==> src/rtl/scpm_regs.svh <==
// Purpose: Offsets, field positions, reset values and timing counts for the clock/mode block
// Assumes: Byte-wide register data on a plain strobe port
// Notes:   Definitions only
`ifndef SCPM_REGS_SVH
`define SCPM_REGS_SVH

// ==========================================================
// Register offsets
`define SCPM_ADDR_W             4
`define SCPM_OFS_MODE           4'h0
`define SCPM_OFS_CTRL           4'h1
`define SCPM_OFS_STATUS         4'h2

// ==========================================================
// Clock mode register fields
`define SCPM_BIT_FULL_SPEED     0
`define SCPM_BIT_IDLE_SELECT    1
`define SCPM_BIT_HS_READY       2
`define SCPM_BIT_LS_READY       3
`define SCPM_BIT_FAST_WAKE      4
`define SCPM_DIV_LSB            5
`define SCPM_MODE_RESET         8'h03
`define SCPM_MODE_WMASK         8'hf3

// ==========================================================
// Control register fields
`define SCPM_BIT_KEEP_SYSCLK    0
`define SCPM_BIT_WDT_ENABLE     1
`define SCPM_CTRL_RESET         8'h02

// ==========================================================
// Timing
`define SCPM_XTAL_SETTLE_CYC    11'h400
`define SCPM_LS_SETTLE_CYC      2'h2

`endif

==> src/rtl/scpm_pkg.sv <==
// Purpose: Types shared by the clock/mode block
// Assumes: Nothing
// Notes:   Constants live in scpm_regs.svh
package scpm_pkg;

  typedef enum logic [2:0] {
    SCPM_NORMAL     = 3'h0,
    SCPM_SLOW       = 3'h1,
    SCPM_IDLE_ON    = 3'h3,
    SCPM_IDLE_OFF   = 3'h2,
    SCPM_SLEEP_LT   = 3'h6,
    SCPM_SLEEP_DEEP = 3'h7
  } scpm_mode_type;

  typedef enum logic [1:0] {
    SCPM_SW_RUN  = 2'h0,
    SCPM_SW_WAIT = 2'h1,
    SCPM_SW_SYNC = 2'h3
  } scpm_sw_type;

endpackage

==> src/rtl/scpm_clk_divider.sv <==
// Purpose: Enable pulses at high-speed clock divided by 2..64
// Assumes: One clock; enables model the divided clocks
// Notes:   Free-running counter, so every ratio shares one phase reference
`timescale 1ns/1ps
`default_nettype none

module scpm_clk_divider (
  input  wire logic       ref_clk_in,
  input  wire logic       reset_n_in,
  input  wire logic       run_in,
  output logic      [5:0] tick_out
);

  logic [5:0] count;
  logic [5:0] next_count;

  assign next_count = run_in ? count + 6'h01 : 6'h00;

  always_ff @(posedge ref_clk_in or negedge reset_n_in) begin
    if (!reset_n_in) begin
      count <= 6'h00;
    end else begin
      count <= next_count;
    end
  end

  // tick_out[k] marks the end of a 2^(k+1) cycle period
  genvar k;
  generate
    for (k = 0; k < 6; k++) begin : g_tick
      assign tick_out[k] = run_in && (count[k:0] == {(k + 1){1'b1}});
    end
  endgenerate

endmodule

`default_nettype wire

==> src/rtl/scpm_ready_timer.sv <==
// Purpose: Crystal settle counter behind the high-speed ready flag
// Assumes: Counts edges of the crystal as ref_clk_in cycles while running
// Notes:   Restarts whenever the oscillator is stopped
`timescale 1ns/1ps
`default_nettype none
`include "scpm_regs.svh"

module scpm_ready_timer (
  input  wire logic ref_clk_in,
  input  wire logic reset_n_in,
  input  wire logic osc_on_in,
  input  wire logic use_xtal_in,
  output logic      ready_out
);

  logic [10:0] count;
  logic [10:0] next_count;

  // Internal RC needs no settle wait beyond one cycle
  assign next_count = !osc_on_in ? 11'h000 :
                      (count == `SCPM_XTAL_SETTLE_CYC) ? count : count + 11'h001;

  always_ff @(posedge ref_clk_in or negedge reset_n_in) begin
    if (!reset_n_in) begin
      count     <= 11'h000;
      ready_out <= 1'b0;
    end else begin
      count     <= next_count;
      ready_out <= osc_on_in && (!use_xtal_in || next_count == `SCPM_XTAL_SETTLE_CYC);
    end
  end

endmodule

`default_nettype wire

==> src/rtl/scpm_clock_modes.sv <==
// Purpose: System clock selection and six-mode power control
// Assumes: Single clock stands in for all oscillators; clocks appear as enables
// Notes:   Halt and wake come from the CPU core as one-cycle pulses
// ==========================================================
// Overview of operation
// - Crystal or fast RC chosen by strap
// - Fast RC offers 4, 8 or 12 MHz
// - Fast RC frees crystal pins as I/O
// - Slow RC feeds system, watchdog, time base
// - System clock from fast, divided or slow
// - Normal mode divides fast clock 1 to 64
// - Switching to slow stops fast oscillator
// - Six modes; two run CPU, four halt
// - Slow mode runs CPU from slow RC
// - Halt with idle low sleeps; deep stops all
// - Light sleep keeps slow RC with watchdog
// - Halt, idle high, keep low: idle off
// - Idle off stops system oscillator, slow runs
// - Divider codes 000/001 slow, else fast/64..2
// - Full-speed bit picks undivided, resets one
// - Idle high, keep high: idle with clock
// - Crystal ready waits 1024 cycles after wake
//
// Chosen here: the address map and strobed register access.
`timescale 1ns/1ps
`default_nettype none
`include "scpm_regs.svh"

module scpm_clock_modes (
  input  wire logic                      ref_clk_in,
  input  wire logic                      reset_n_in,
  input  wire logic                      use_xtal_cfg_in,
  input  wire logic [1:0]                rc_freq_cfg_in,
  input  wire logic [`SCPM_ADDR_W-1:0]   reg_addr_in,
  input  wire logic [7:0]                reg_wdata_in,
  input  wire logic                      reg_write_in,
  input  wire logic                      reg_read_in,
  output logic      [7:0]                reg_rdata_out,
  input  wire logic                      halt_in,
  input  wire logic                      wake_in,
  output logic                           cpu_clk_en_out,
  output logic                           sys_clk_en_out,
  output logic                           slow_clk_en_out,
  output logic                           fast_osc_on_out,
  output logic                           xtal_osc_on_out,
  output logic                           rc_fast_on_out,
  output logic      [1:0]                rc_freq_sel_out,
  output logic                           xtal_pins_gpio_out,
  output logic                           wdt_clk_en_out,
  output logic                           time_base_clk_en_out,
  output logic      [2:0]                mode_out
);

  // ==========================================================
  // Registers
  logic [7:0]                clock_mode_register;
  logic [7:0]                ctrl_reg;
  logic [7:0]                next_rdata;
  scpm_pkg::scpm_mode_type   mode;
  scpm_pkg::scpm_mode_type   next_mode;
  scpm_pkg::scpm_sw_type     sw_state;
  scpm_pkg::scpm_sw_type     next_sw_state;
  logic                      xtal_cfg;
  logic [1:0]                rc_cfg;
  logic                      cfg_taken;
  logic [3:0]                active_sel;
  logic [3:0]                next_active_sel;
  logic [1:0]                ls_count;
  logic                      ls_ready;

  // ==========================================================
  // Decode
  wire        full_speed_select   = clock_mode_register[`SCPM_BIT_FULL_SPEED];
  wire        halt_idle_select    = clock_mode_register[`SCPM_BIT_IDLE_SELECT];
  wire [2:0]  divider_select_code = clock_mode_register[7:`SCPM_DIV_LSB];
  wire        idle_keep_sysclk    = ctrl_reg[`SCPM_BIT_KEEP_SYSCLK];
  wire        wdt_enable          = ctrl_reg[`SCPM_BIT_WDT_ENABLE];
  wire        hit_mode            = reg_addr_in == `SCPM_OFS_MODE;
  wire        hit_ctrl            = reg_addr_in == `SCPM_OFS_CTRL;
  wire        hit_status          = reg_addr_in == `SCPM_OFS_STATUS;

  // ==========================================================
  // Clock source selection
  // Requested source: 4'hf = undivided, 4'h8 = slow, 0..5 = divide 2^(n+1)
  wire        want_slow   = !full_speed_select && (divider_select_code[2:1] == 2'b00);
  wire [3:0]  div_index   = 4'h7 - {1'b0, divider_select_code};
  wire [3:0]  want_sel    = full_speed_select ? 4'hf :
                            want_slow ? 4'h8 : div_index;
  wire        running     = (mode == scpm_pkg::SCPM_NORMAL) || (mode == scpm_pkg::SCPM_SLOW);
  wire        sys_osc_run = running || (mode == scpm_pkg::SCPM_IDLE_ON);
  // Slow mode only once the slow source is both requested and in use
  wire        slow_settled = (active_sel == 4'h8) && (want_sel == 4'h8);

  // ==========================================================
  // Oscillator control
  // Fast oscillator runs only while the fast clock is wanted or still selected
  wire        fast_needed = sys_osc_run && (mode != scpm_pkg::SCPM_SLOW) &&
                            (!want_slow || active_sel != 4'h8);
  // Held off until the strap is known, so a crystal part never flags ready early
  wire        fast_run    = fast_needed && cfg_taken;
  wire        slow_on     = (mode != scpm_pkg::SCPM_SLEEP_DEEP) &&
                            !((mode == scpm_pkg::SCPM_SLEEP_LT) && !wdt_enable);

  // ==========================================================
  // Tick sources
  wire [5:0]  div_tick;
  wire        fast_ready;
  wire        slow_tick   = slow_on && ls_ready;
  wire        cur_tick    = (active_sel == 4'hf) ? fast_ready :
                            (active_sel == 4'h8) ? slow_tick :
                            div_tick[active_sel[2:0]];
  wire        new_tick    = (want_sel == 4'hf) ? fast_ready :
                            (want_sel == 4'h8) ? slow_tick :
                            div_tick[want_sel[2:0]];

  scpm_clk_divider u_div (
    .ref_clk_in (ref_clk_in),
    .reset_n_in (reset_n_in),
    .run_in     (fast_ready),
    .tick_out   (div_tick)
  );

  scpm_ready_timer u_ready (
    .ref_clk_in  (ref_clk_in),
    .reset_n_in  (reset_n_in),
    .osc_on_in   (fast_run),
    .use_xtal_in (xtal_cfg),
    .ready_out   (fast_ready)
  );

  // ==========================================================
  // Glitch-free switch: finish current period, then start on new one
  always_comb begin
    next_sw_state   = sw_state;
    next_active_sel = active_sel;
    case (sw_state)
      scpm_pkg::SCPM_SW_RUN: begin
        if (want_sel != active_sel) begin
          next_sw_state = scpm_pkg::SCPM_SW_WAIT;
        end
      end
      scpm_pkg::SCPM_SW_WAIT: begin
        if (cur_tick || !sys_osc_run) begin
          next_sw_state = scpm_pkg::SCPM_SW_SYNC;
        end
      end
      scpm_pkg::SCPM_SW_SYNC: begin
        if (new_tick || !sys_osc_run) begin
          next_active_sel = want_sel;
          next_sw_state   = scpm_pkg::SCPM_SW_RUN;
        end
      end
      default: next_sw_state = scpm_pkg::SCPM_SW_RUN;
    endcase
  end

  // ==========================================================
  // Mode sequencing
  always_comb begin
    next_mode = mode;
    case (mode)
      scpm_pkg::SCPM_NORMAL, scpm_pkg::SCPM_SLOW: begin
        if (halt_in) begin
          if (!halt_idle_select) begin
            next_mode = wdt_enable ? scpm_pkg::SCPM_SLEEP_LT
                                   : scpm_pkg::SCPM_SLEEP_DEEP;
          end else if (idle_keep_sysclk) begin
            next_mode = scpm_pkg::SCPM_IDLE_ON;
          end else begin
            next_mode = scpm_pkg::SCPM_IDLE_OFF;
          end
        end else begin
          next_mode = slow_settled ? scpm_pkg::SCPM_SLOW
                                   : scpm_pkg::SCPM_NORMAL;
        end
      end
      scpm_pkg::SCPM_IDLE_ON, scpm_pkg::SCPM_IDLE_OFF,
      scpm_pkg::SCPM_SLEEP_LT, scpm_pkg::SCPM_SLEEP_DEEP: begin
        if (wake_in) begin
          next_mode = slow_settled ? scpm_pkg::SCPM_SLOW
                                   : scpm_pkg::SCPM_NORMAL;
        end
      end
      default: next_mode = scpm_pkg::SCPM_NORMAL;
    endcase
  end

  // ==========================================================
  // Read mux; status bits reflect live ready flags
  wire [7:0] mode_view = {clock_mode_register[7:4], ls_ready, fast_ready,
                          clock_mode_register[1:0]};
  assign next_rdata = !reg_read_in ? 8'h00 :
                      hit_mode   ? mode_view :
                      hit_ctrl   ? ctrl_reg :
                      hit_status ? {5'h00, mode} : 8'h00;

  // ==========================================================
  // Register writes
  // Ready bits are live status and are masked off, never stored
  wire       wr_mode                  = reg_write_in && hit_mode;
  wire       wr_ctrl                  = reg_write_in && hit_ctrl;
  wire [7:0] next_clock_mode_register = wr_mode ? (reg_wdata_in & `SCPM_MODE_WMASK)
                                                : clock_mode_register;
  wire [7:0] next_ctrl_reg            = wr_ctrl ? {6'h00, reg_wdata_in[1:0]} : ctrl_reg;

  always_ff @(posedge ref_clk_in or negedge reset_n_in) begin
    if (!reset_n_in) begin
      clock_mode_register <= `SCPM_MODE_RESET;
    end else begin
      clock_mode_register <= next_clock_mode_register;
    end
  end

  always_ff @(posedge ref_clk_in or negedge reset_n_in) begin
    if (!reset_n_in) begin
      ctrl_reg <= `SCPM_CTRL_RESET;
    end else begin
      ctrl_reg <= next_ctrl_reg;
    end
  end

  always_ff @(posedge ref_clk_in or negedge reset_n_in) begin
    if (!reset_n_in) begin
      reg_rdata_out <= 8'h00;
    end else begin
      reg_rdata_out <= next_rdata;
    end
  end

  // ==========================================================
  // State flops
  // Switch state and active source move on the same edge
  always_ff @(posedge ref_clk_in or negedge reset_n_in) begin
    if (!reset_n_in) begin
      mode <= scpm_pkg::SCPM_NORMAL;
    end else begin
      mode <= next_mode;
    end
  end

  always_ff @(posedge ref_clk_in or negedge reset_n_in) begin
    if (!reset_n_in) begin
      sw_state <= scpm_pkg::SCPM_SW_RUN;
    end else begin
      sw_state <= next_sw_state;
    end
  end

  always_ff @(posedge ref_clk_in or negedge reset_n_in) begin
    if (!reset_n_in) begin
      active_sel <= 4'hf;
    end else begin
      active_sel <= next_active_sel;
    end
  end

  // ==========================================================
  // Straps and slow RC settle
  // Straps captured once after reset release, frozen thereafter
  always_ff @(posedge ref_clk_in or negedge reset_n_in) begin
    if (!reset_n_in) begin
      xtal_cfg  <= 1'b0;
      rc_cfg    <= 2'h0;
      cfg_taken <= 1'b0;
    end else if (!cfg_taken) begin
      xtal_cfg  <= use_xtal_cfg_in;
      rc_cfg    <= rc_freq_cfg_in;
      cfg_taken <= 1'b1;
    end
  end

  // Slow RC settles in three cycles after it restarts
  always_ff @(posedge ref_clk_in or negedge reset_n_in) begin
    if (!reset_n_in) begin
      ls_count <= 2'h0;
      ls_ready <= 1'b0;
    end else if (!slow_on) begin
      ls_count <= 2'h0;
      ls_ready <= 1'b0;
    end else if (ls_count != `SCPM_LS_SETTLE_CYC) begin
      ls_count <= ls_count + 2'h1;
    end else begin
      ls_ready <= 1'b1;
    end
  end

  // ==========================================================
  // Outputs
  assign cpu_clk_en_out       = running && cur_tick && sw_state == scpm_pkg::SCPM_SW_RUN;
  assign sys_clk_en_out       = sys_osc_run && cur_tick;
  assign slow_clk_en_out      = slow_tick;
  assign wdt_clk_en_out       = slow_tick && wdt_enable;
  assign time_base_clk_en_out = slow_tick;
  assign fast_osc_on_out      = fast_run;
  assign xtal_osc_on_out      = fast_run && xtal_cfg;
  assign rc_fast_on_out       = fast_run && !xtal_cfg;
  assign rc_freq_sel_out      = rc_cfg;
  assign xtal_pins_gpio_out   = !xtal_cfg;
  assign mode_out             = mode;

endmodule

`default_nettype wire

==> config.mk <==
export PLATFORM = sky130hd
export DESIGN_NAME = scpm_clock_modes
export DESIGN_NICKNAME = d
export VERILOG_FILES = /design/src/rtl/scpm_pkg.sv /design/src/rtl/scpm_clk_divider.sv /design/src/rtl/scpm_ready_timer.sv /design/src/rtl/scpm_clock_modes.sv
export VERILOG_INCLUDE_DIRS = /design/src /design/src/rtl
export SDC_FILE = /design/constraint.sdc
export NUM_CORES = 1
export LEC_CHECK = 0
export CORE_MARGIN = 2
export CORE_UTILIZATION = 50
export DETAILED_ROUTE_END_ITERATION = 10
export DONT_BUFFER_PORTS = 1
export PLACE_DENSITY_LB_ADDON = 0.1
export RECOVER_POWER = 25
export SYNTH_ARGS = -nofsm -noshare
export SYNTH_HDL_FRONTEND = slang
export SYNTH_SLANG_ARGS = --single-unit
==> constraint.sdc <==
create_clock -name ref_clk_in -period 2.9 [get_ports ref_clk_in]
set_input_delay 0.29 -clock ref_clk_in [delete_from_list [all_inputs] [get_ports ref_clk_in]]
set_output_delay 0.29 -clock ref_clk_in [all_outputs]
set_load 0.05 [all_outputs]
==> impl_results.md, run 1 <==
- Top cells by area, synth: dfrtp_1 (39%), dfstp_2 (6.7%), mux2_2 (5.8%), nor2_1 (4.4%), ha_1 (2.7%)
- Critical Path End Type: primary output
- Clock tree from TritonCTS: yes
- Total I/O pin count: 43
- Aggregate global-route resource usage: 0.188
- Hold violation count in the final report: 0
- Number of detailed-routing iterations run before antenna repair: 4
- Total Die Area: around 0.0061 mm2
- Maximum number of pins on one net before global-route repair: 51
- Worst IR drop on VDD: 0.549 mV
- Half-perimeter wire length after placement: 3700 um
- Port-buffer cells: 0
- H-tree levels: 2
- Busiest grt layer: met2
- Max reg flops: 11
- Slew at the pin closest to its max-slew limit: 1230 ps
- Most common library cell in the layout ignoring fill and taps: dfrtp_1
- Fmax achieved: 386 MHz
- Area added between synthesis and finish: 8.44%
- Maximum fanout along the worst path: 7
- Cell Area, Synth: 0.00274 mm2
- Number of nets at the end of the flow: 307
- Status: complete, no violations
- Maximum Capacitance Violations: 0
- Multi-input gate area in the final layout: 0.00139 mm2
- Final worst-path cycle share: 0.893
- Fraction of the core area covered by cells at the end of the flow: 0.571
- Number of nets produced by synthesis: 298
- Total of fill cells in the finished design: ~460
- Async set-or-reset flop fraction in the synthesized netlist: 1.00
- Height of the die: 78.0 um
- Cell type contributing the most total cell area after synthesis: dfrtp_1
- Count of synthesis-stage warnings from yosys: 0
- Share of Yosys cell area claimed by the top area cell type: 0.393
- Worst setup path category: flop to primary output
- Placeable core region: 0.00520 mm2
- Slowest cell delay on critical path: 450 ps
- Reg clk slew, reported paths: 90 ps
- Cell-by-cell trace of the critical path: ha_4 > nand3_1 > inv_1 > ha_1 > nand3b_1 > o31ai_1 > nor2b_2 > o221ai_2 > nor4b_2 > buf_4
- Later-pin clock latency in the skew report: around 290 ps
- Via Count: approximately 2000
- Detailed-route wire length per cell: ~15 um
- Antenna Cells: 0
- Shortest period the worst path allows: 2590 ps
- Ys flop type: dfrtp_1
- Setup repair after global routing missed its margin: no
- Sum of routed wire length over all layers: between 5000 and 6000 um
- Sequential cell area fraction in the yosys report: 0.460
- Routability Congestion: 0.835
- Cell type of the slowest stage on the worst timing path: dfrtp_2
- GR Util met1: 0.268
- Maximum buffer depth of the clock tree: 2
- P_leak: 0.00128 uW
- Total Neg Setup Slack: 0 ps
- Die Width: 78.0 um
- Final number of setup-violating endpoints: 0
- Final hold slack: 54.9 ps
- Number of rows in the core area: 26
- Number of global-route vias before repair: 1946
- Class of the worst hold path: input port to flop
- Number of flops mapped to enable cells by yosys: 0
- Count of routing violations after the opening detailed-route iteration: 120
- Power per standard cell area: 795 mW/mm2
- Synthesized area per cell: a little over 10 um2
- Fraction of layout instances using a drive strength above 1: 0.206
- Startpoint kind of the worst setup timing path: flop
- Slew margin rel.: 0.178
- Register with the most flip-flops: u_ready.count
- DRC violation count after routing: 0
- M2 GR Usage: 0.291
- Effective utilization at floorplan: 0.527
- Syn Inst Count: 271
- Number of synthesized register bits: 50
- Initial antenna violation count: 0
- Number of buffers added by the clock tree synthesis step: 5
- Most used cells in the layout excluding fill and tap cells: dfrtp_1 (42), nor2_1 (32), inv_1 (15)
- Wire length of the first global-routing pass: 9190 um
- Met3 Use GR: 0.0448
- Clock tree root buffer cell: clkbuf_8
- Skew final: 7.45 ps
- Arrival time at the worst endpoint: 2300 ps
- Post-DR vias/cell: about 5.6
- Number of nets with antenna violations after detailed routing: 0
- Largest registers ranked by flip-flop count: u_ready.count: 11 flops, reg_rdata_out: 8 flops
- Yosys cell types: 60
- Data required, critical path: 2610 ps
- Clk sinks: 50
- Max Transition Viols Final: 0
- FF+latch area: 0.00126 mm2
- Overflow left after global routing: 0
## layout make-up
cell class / instances / area share
Sequential cell: 50 / 0.424
Multi-Input combinational cell: 195 / 0.467
Timing Repair Buffer: 12 / 0.0303
Tap cell: 70 / 0.0295
Inverter: 16 / 0.0202
Clock inverter: 2 / 0.00463
Clock buffer: 6 / 0.0244
## power breakdown
group	leakage, uW	internal, uW	total [uW]	switching [uW]
combinational	0.000604	356	923	567
sequential	0.000635	851	1040	186
clock	0.0000456	172	402	229
## worst max-delay path: cells and delay by family (launching register included)
kind	cells	cell delay, ps
flops	1	450
buf+inv	2	320
compound gates	2	210
fa+ha+maj	2	350
simple gates	4	700
## per-layer routing
layer / share of wire / vias up
met5: 0 / -
met4: 0.0025 / 0
met3: 0.046 / 2
met2: 0.47 / 38
met1: 0.48 / 944
li1: - / 972
## cells by family (layout without fill, tap and decap cells)
group / after synthesis / count (layout) / synth area share
simple gates: 109 / 109 / 0.213
flops: 50 / 50 / 0.460
compound gates: 44 / 44 / 0.125
buf+inv: 26 / 36 / 0.0443
mux: 21 / 21 / 0.0844
xor+xnor: 14 / 14 / 0.0447
fa+ha+maj: 6 / 6 / 0.0274
other cells: 1 / 1 / 0.00137
## cells in the mapped netlist (all sizes together), types with 4 or more instances
cell type   n
o211ai      6
mux2       17
buf         7
nand3      11
nor2b       6
ha          6
and3        5
nand2      13
mux2i       4
nand2b      6
inv        16
o21ai       5
nor3        8
dfrtp      43
nor2       32
xnor2       6
and2       10
dfstp       7
a21oi      10
xor2        8
## final timing paths
| path | slack (ps) | start | endpoint | cells past startpoint |
|---|---|---|---|---|
| worst max-delay path | 310 | u_div.count[0] | cpu_clk_en_out | 10 |
| worst min-delay path | 50 | reg_addr_in[0] | reg_rdata_out[2] | 1 |
| worst max register to register | 770 | u_div.count[0] | active_sel[0] | 10 |
| worst min register to register | 480 | clock_mode_register[4] | reg_rdata_out[4] | 1 |
| max in group asynchronous | 1260 | reset_n_in | u_div.count[0] | 2 |
| min in group asynchronous | 820 | reset_n_in | reg_rdata_out[7] | 2 |
## metrics by stage
stage                     cell area (um2)  cells  setup slack [ps]  power [uW]
after floorplan                      2750    271               146        1780
after global placement               2840    340               455        1930
after detailed placement             2840    340               487        1940
after CTS                            2970    350               127        2370
after global routing                 2970    351              40.2        2550
final                                2970    351               309        2360
## repair_timing
item,in CTS,in global routing
hold endpoints to repair,50,0
buffers inserted,0,1
resized for setup,0,5
hold buffers,2,0
endpoints found under the setup margin,0,4
No activity file was read; power rests on OpenSTA's default activity.
==> inputs of run 2 (changes only) <==
- CTS_BUF_LIST: not set -> sky130_fd_sc_hd__clkbuf_2
==> run 2 against run 1 <==
  * Utilization grew 3.4 points
  * Sequential power is essentially flat
  * Highest routed layer unchanged
  * Via count grew 3.5%
  * Register-to-register slack gained 20 ps
  * Sequential share of layout area shrank 2.4 points
  * Non-clock buffer count grew 20
==> impl_results.md, run 2 (synthesis results as in run 1) <==
- Status: complete, no violations
- Die Width: 78.0 um (unchanged)
- Register with the most flip-flops: u_ready.count
- Half-perimeter wire length after placement: 3700 um (unchanged)
- Effective utilization at floorplan: 0.527 (unchanged)
- Total I/O pin count: 43 (unchanged)
- Number of rows in the core area: 26 (unchanged)
- Clock tree root buffer cell: clkbuf_2
- Skew final: 29.6 ps (+22.2 ps)
- Fmax achieved: 364 MHz (-5.6%)
- Number of detailed-routing iterations run before antenna repair: 4 (unchanged)
- Data required, critical path: 2610 ps (about the same)
- Later-pin clock latency in the skew report: 440 ps (+150 ps)
- Overflow left after global routing: 0 (unchanged)
- Detailed-route wire length per cell: 14.7 um (-0.52%)
- Wire length of the first global-routing pass: 9520 um (+3.6%)
- Number of nets at the end of the flow: 327 (+6.5%)
- H-tree levels: 2 (unchanged)
- Slew at the pin closest to its max-slew limit: 558 ps (-675 ps)
- Port-buffer cells: 0 (unchanged)
- Number of nets with antenna violations after detailed routing: 0 (unchanged)
- Max reg flops: 11 (unchanged)
- Number of global-route vias before repair: 2027 (+4.2%)
- Largest registers ranked by flip-flop count: u_ready.count: 11 flops, reg_rdata_out: 8 flops
- Aggregate global-route resource usage: 0.198 (+0.00983)
- Most used cells in the layout excluding fill and tap cells: dfrtp_1 (42), nor2_1 (32), dlygate4sd3_1 (16)
- Area added between synthesis and finish: 14.9%
- Fraction of the core area covered by cells at the end of the flow: 0.605 (+0.0341)
- Antenna Cells: 0 (unchanged)
- Startpoint kind of the worst setup timing path: flop
- Routability Congestion: 0.835 (unchanged)
- Slew margin rel.: 0.625 (+0.447)
- Final worst-path cycle share: 0.947 (+0.0531)
- Detailed-routing wirelength on met1: 2640 um (+5.3%)
- Maximum Capacitance Violations: 0 (unchanged)
- Post-DR vias/cell: 5.46 (-2.1%)
- Class of the worst hold path: input port to flop
- Placeable core region: 0.00520 mm2 (unchanged)
- Post-Place Cell Area: 0.00284 mm2 (unchanged)
- Max Transition Viols Final: 0 (unchanged)
- Total of fill cells in the finished design: 446 (-2.6%)
- Final number of setup-violating endpoints: 0 (unchanged)
- Clk sinks: 50 (unchanged)
- Arrival time at the worst endpoint: 2460 ps (+160 ps)
- Maximum number of pins on one net before global-route repair: 51 (unchanged)
- Met2 layer wire length in the routed design: 2510 um (+3.4%)
- Number of buffers added by the clock tree synthesis step: 5 (unchanged)
- Fraction of layout instances using a drive strength above 1: 0.223 (+0.0162)
- Reg clk slew, reported paths: 260 ps (+170 ps)
- Height of the die: 78.0 um (unchanged)
- Met3 wirelength from detailed routing: 226 um (-5.0%)
- Maximum fanout along the worst path: 5 (-2)
- Highest routing layer actually used: met4
- Most common library cell in the layout ignoring fill and taps: dfrtp_1
- Worst IR drop on VDD: 0.560 mV (+2.1%)
- DRC violation count after routing: 0 (unchanged)
- Total Die Area: 0.00609 mm2 (unchanged)
- Hold violation count in the final report: 0 (unchanged)
- Maximum buffer depth of the clock tree: 2 (unchanged)
- Initial antenna violation count: 0 (unchanged)
- Count of routing violations after the opening detailed-route iteration: 89 (-26%)
- Shortest period the worst path allows: 2750 ps (+154 ps)
- Via Count: 2024 (+3.5%)
- Final standard cell area without fillers: 0.00315 mm2 (+6.0%)
- Clock tree from TritonCTS: yes
- Power per standard cell area: 734 mW/mm2 (-7.6%)
- P_leak: 0.00136 uW (+6.2%)
- Worst setup path category: flop to primary output
- Sum of routed wire length over all layers: 5460 um (+5.1%)
- Critical Path End Type: primary output
-- run 2: timing repair --
action,CTS,global route
setup endpoints to repair,2,5
resized for setup,2,7
hold buffers,15,2
setup buffers,0,6
endpoints found under the hold margin,65,2
pin swaps,0,5
-- run 2: metrics by stage --
stage,std cells,setup TNS (ps),total power (uW),setup slack [ps],hold slack [ps]
2_1_floorplan,271,0,1780,146,-5.59
3_3_place_gp,340,0,1930,455,-3.54
3_5_place_dp,340,0,1940,487,-3.25
4_1_cts,363,0,2280,29.9,0.454
5_1_grt,371,-14.8,2500,-14.8,0.438
6_report,371,0,2310,155,32.4
-- run 2: worst paths after layout --
kind | from | endpoint | slack (ps) | cells past startpoint
worst min register to register | clock_mode_register[4] | reg_rdata_out[4] | 510 | 1
worst max-delay path | active_sel[3] | cpu_clk_en_out | 150 | 5
worst min-delay path | reg_addr_in[1] | reg_rdata_out[1] | 30 | 3
min in group asynchronous | reset_n_in | reg_rdata_out[7] | 320 | 2
max in group asynchronous | reset_n_in | active_sel[1] | 2300 | 2
worst max register to register | active_sel[3] | u_ready.ready_out | 790 | 8
-- run 2: cell type report --
class / instances / area (um2) / area share
inverters: 16 / 60.1 / 0.0191
multi-input cells: 195 / 1400 / 0.444
flip-flops and latches: 50 / 1260 / 0.400
repair buffers: 32 / 300 / 0.0953
well taps: 70 / 87.6 / 0.0278
clock inverters: 2 / 13.8 / 0.00437
clock buffers: 6 / 30.0 / 0.00953
-- run 2: critical path, stage by stage, from the launching register on --
cell and delay (ps):
dfstp_2 630, or4b_4 500, o211ai_1 130, o221ai_2 160, nor4b_2 340, buf_4 250
-- run 2: power breakdown --
part	total (uW)	switching, uW	internal, uW
clock	295	229	65.3
sequential	1030	183	851
combinational	984	585	399
-- run 2: metal layers --
| metal | vias up | GRT usage |
|---|---|---|
| met1 | 965 | 0.273 |
| met3 | 9 | 0.0448 |
| li1 | 1008 | - |
| met2 | 42 | 0.306 |
| met4 | 0 | 0.0737 |
| met5 | - | 0 |
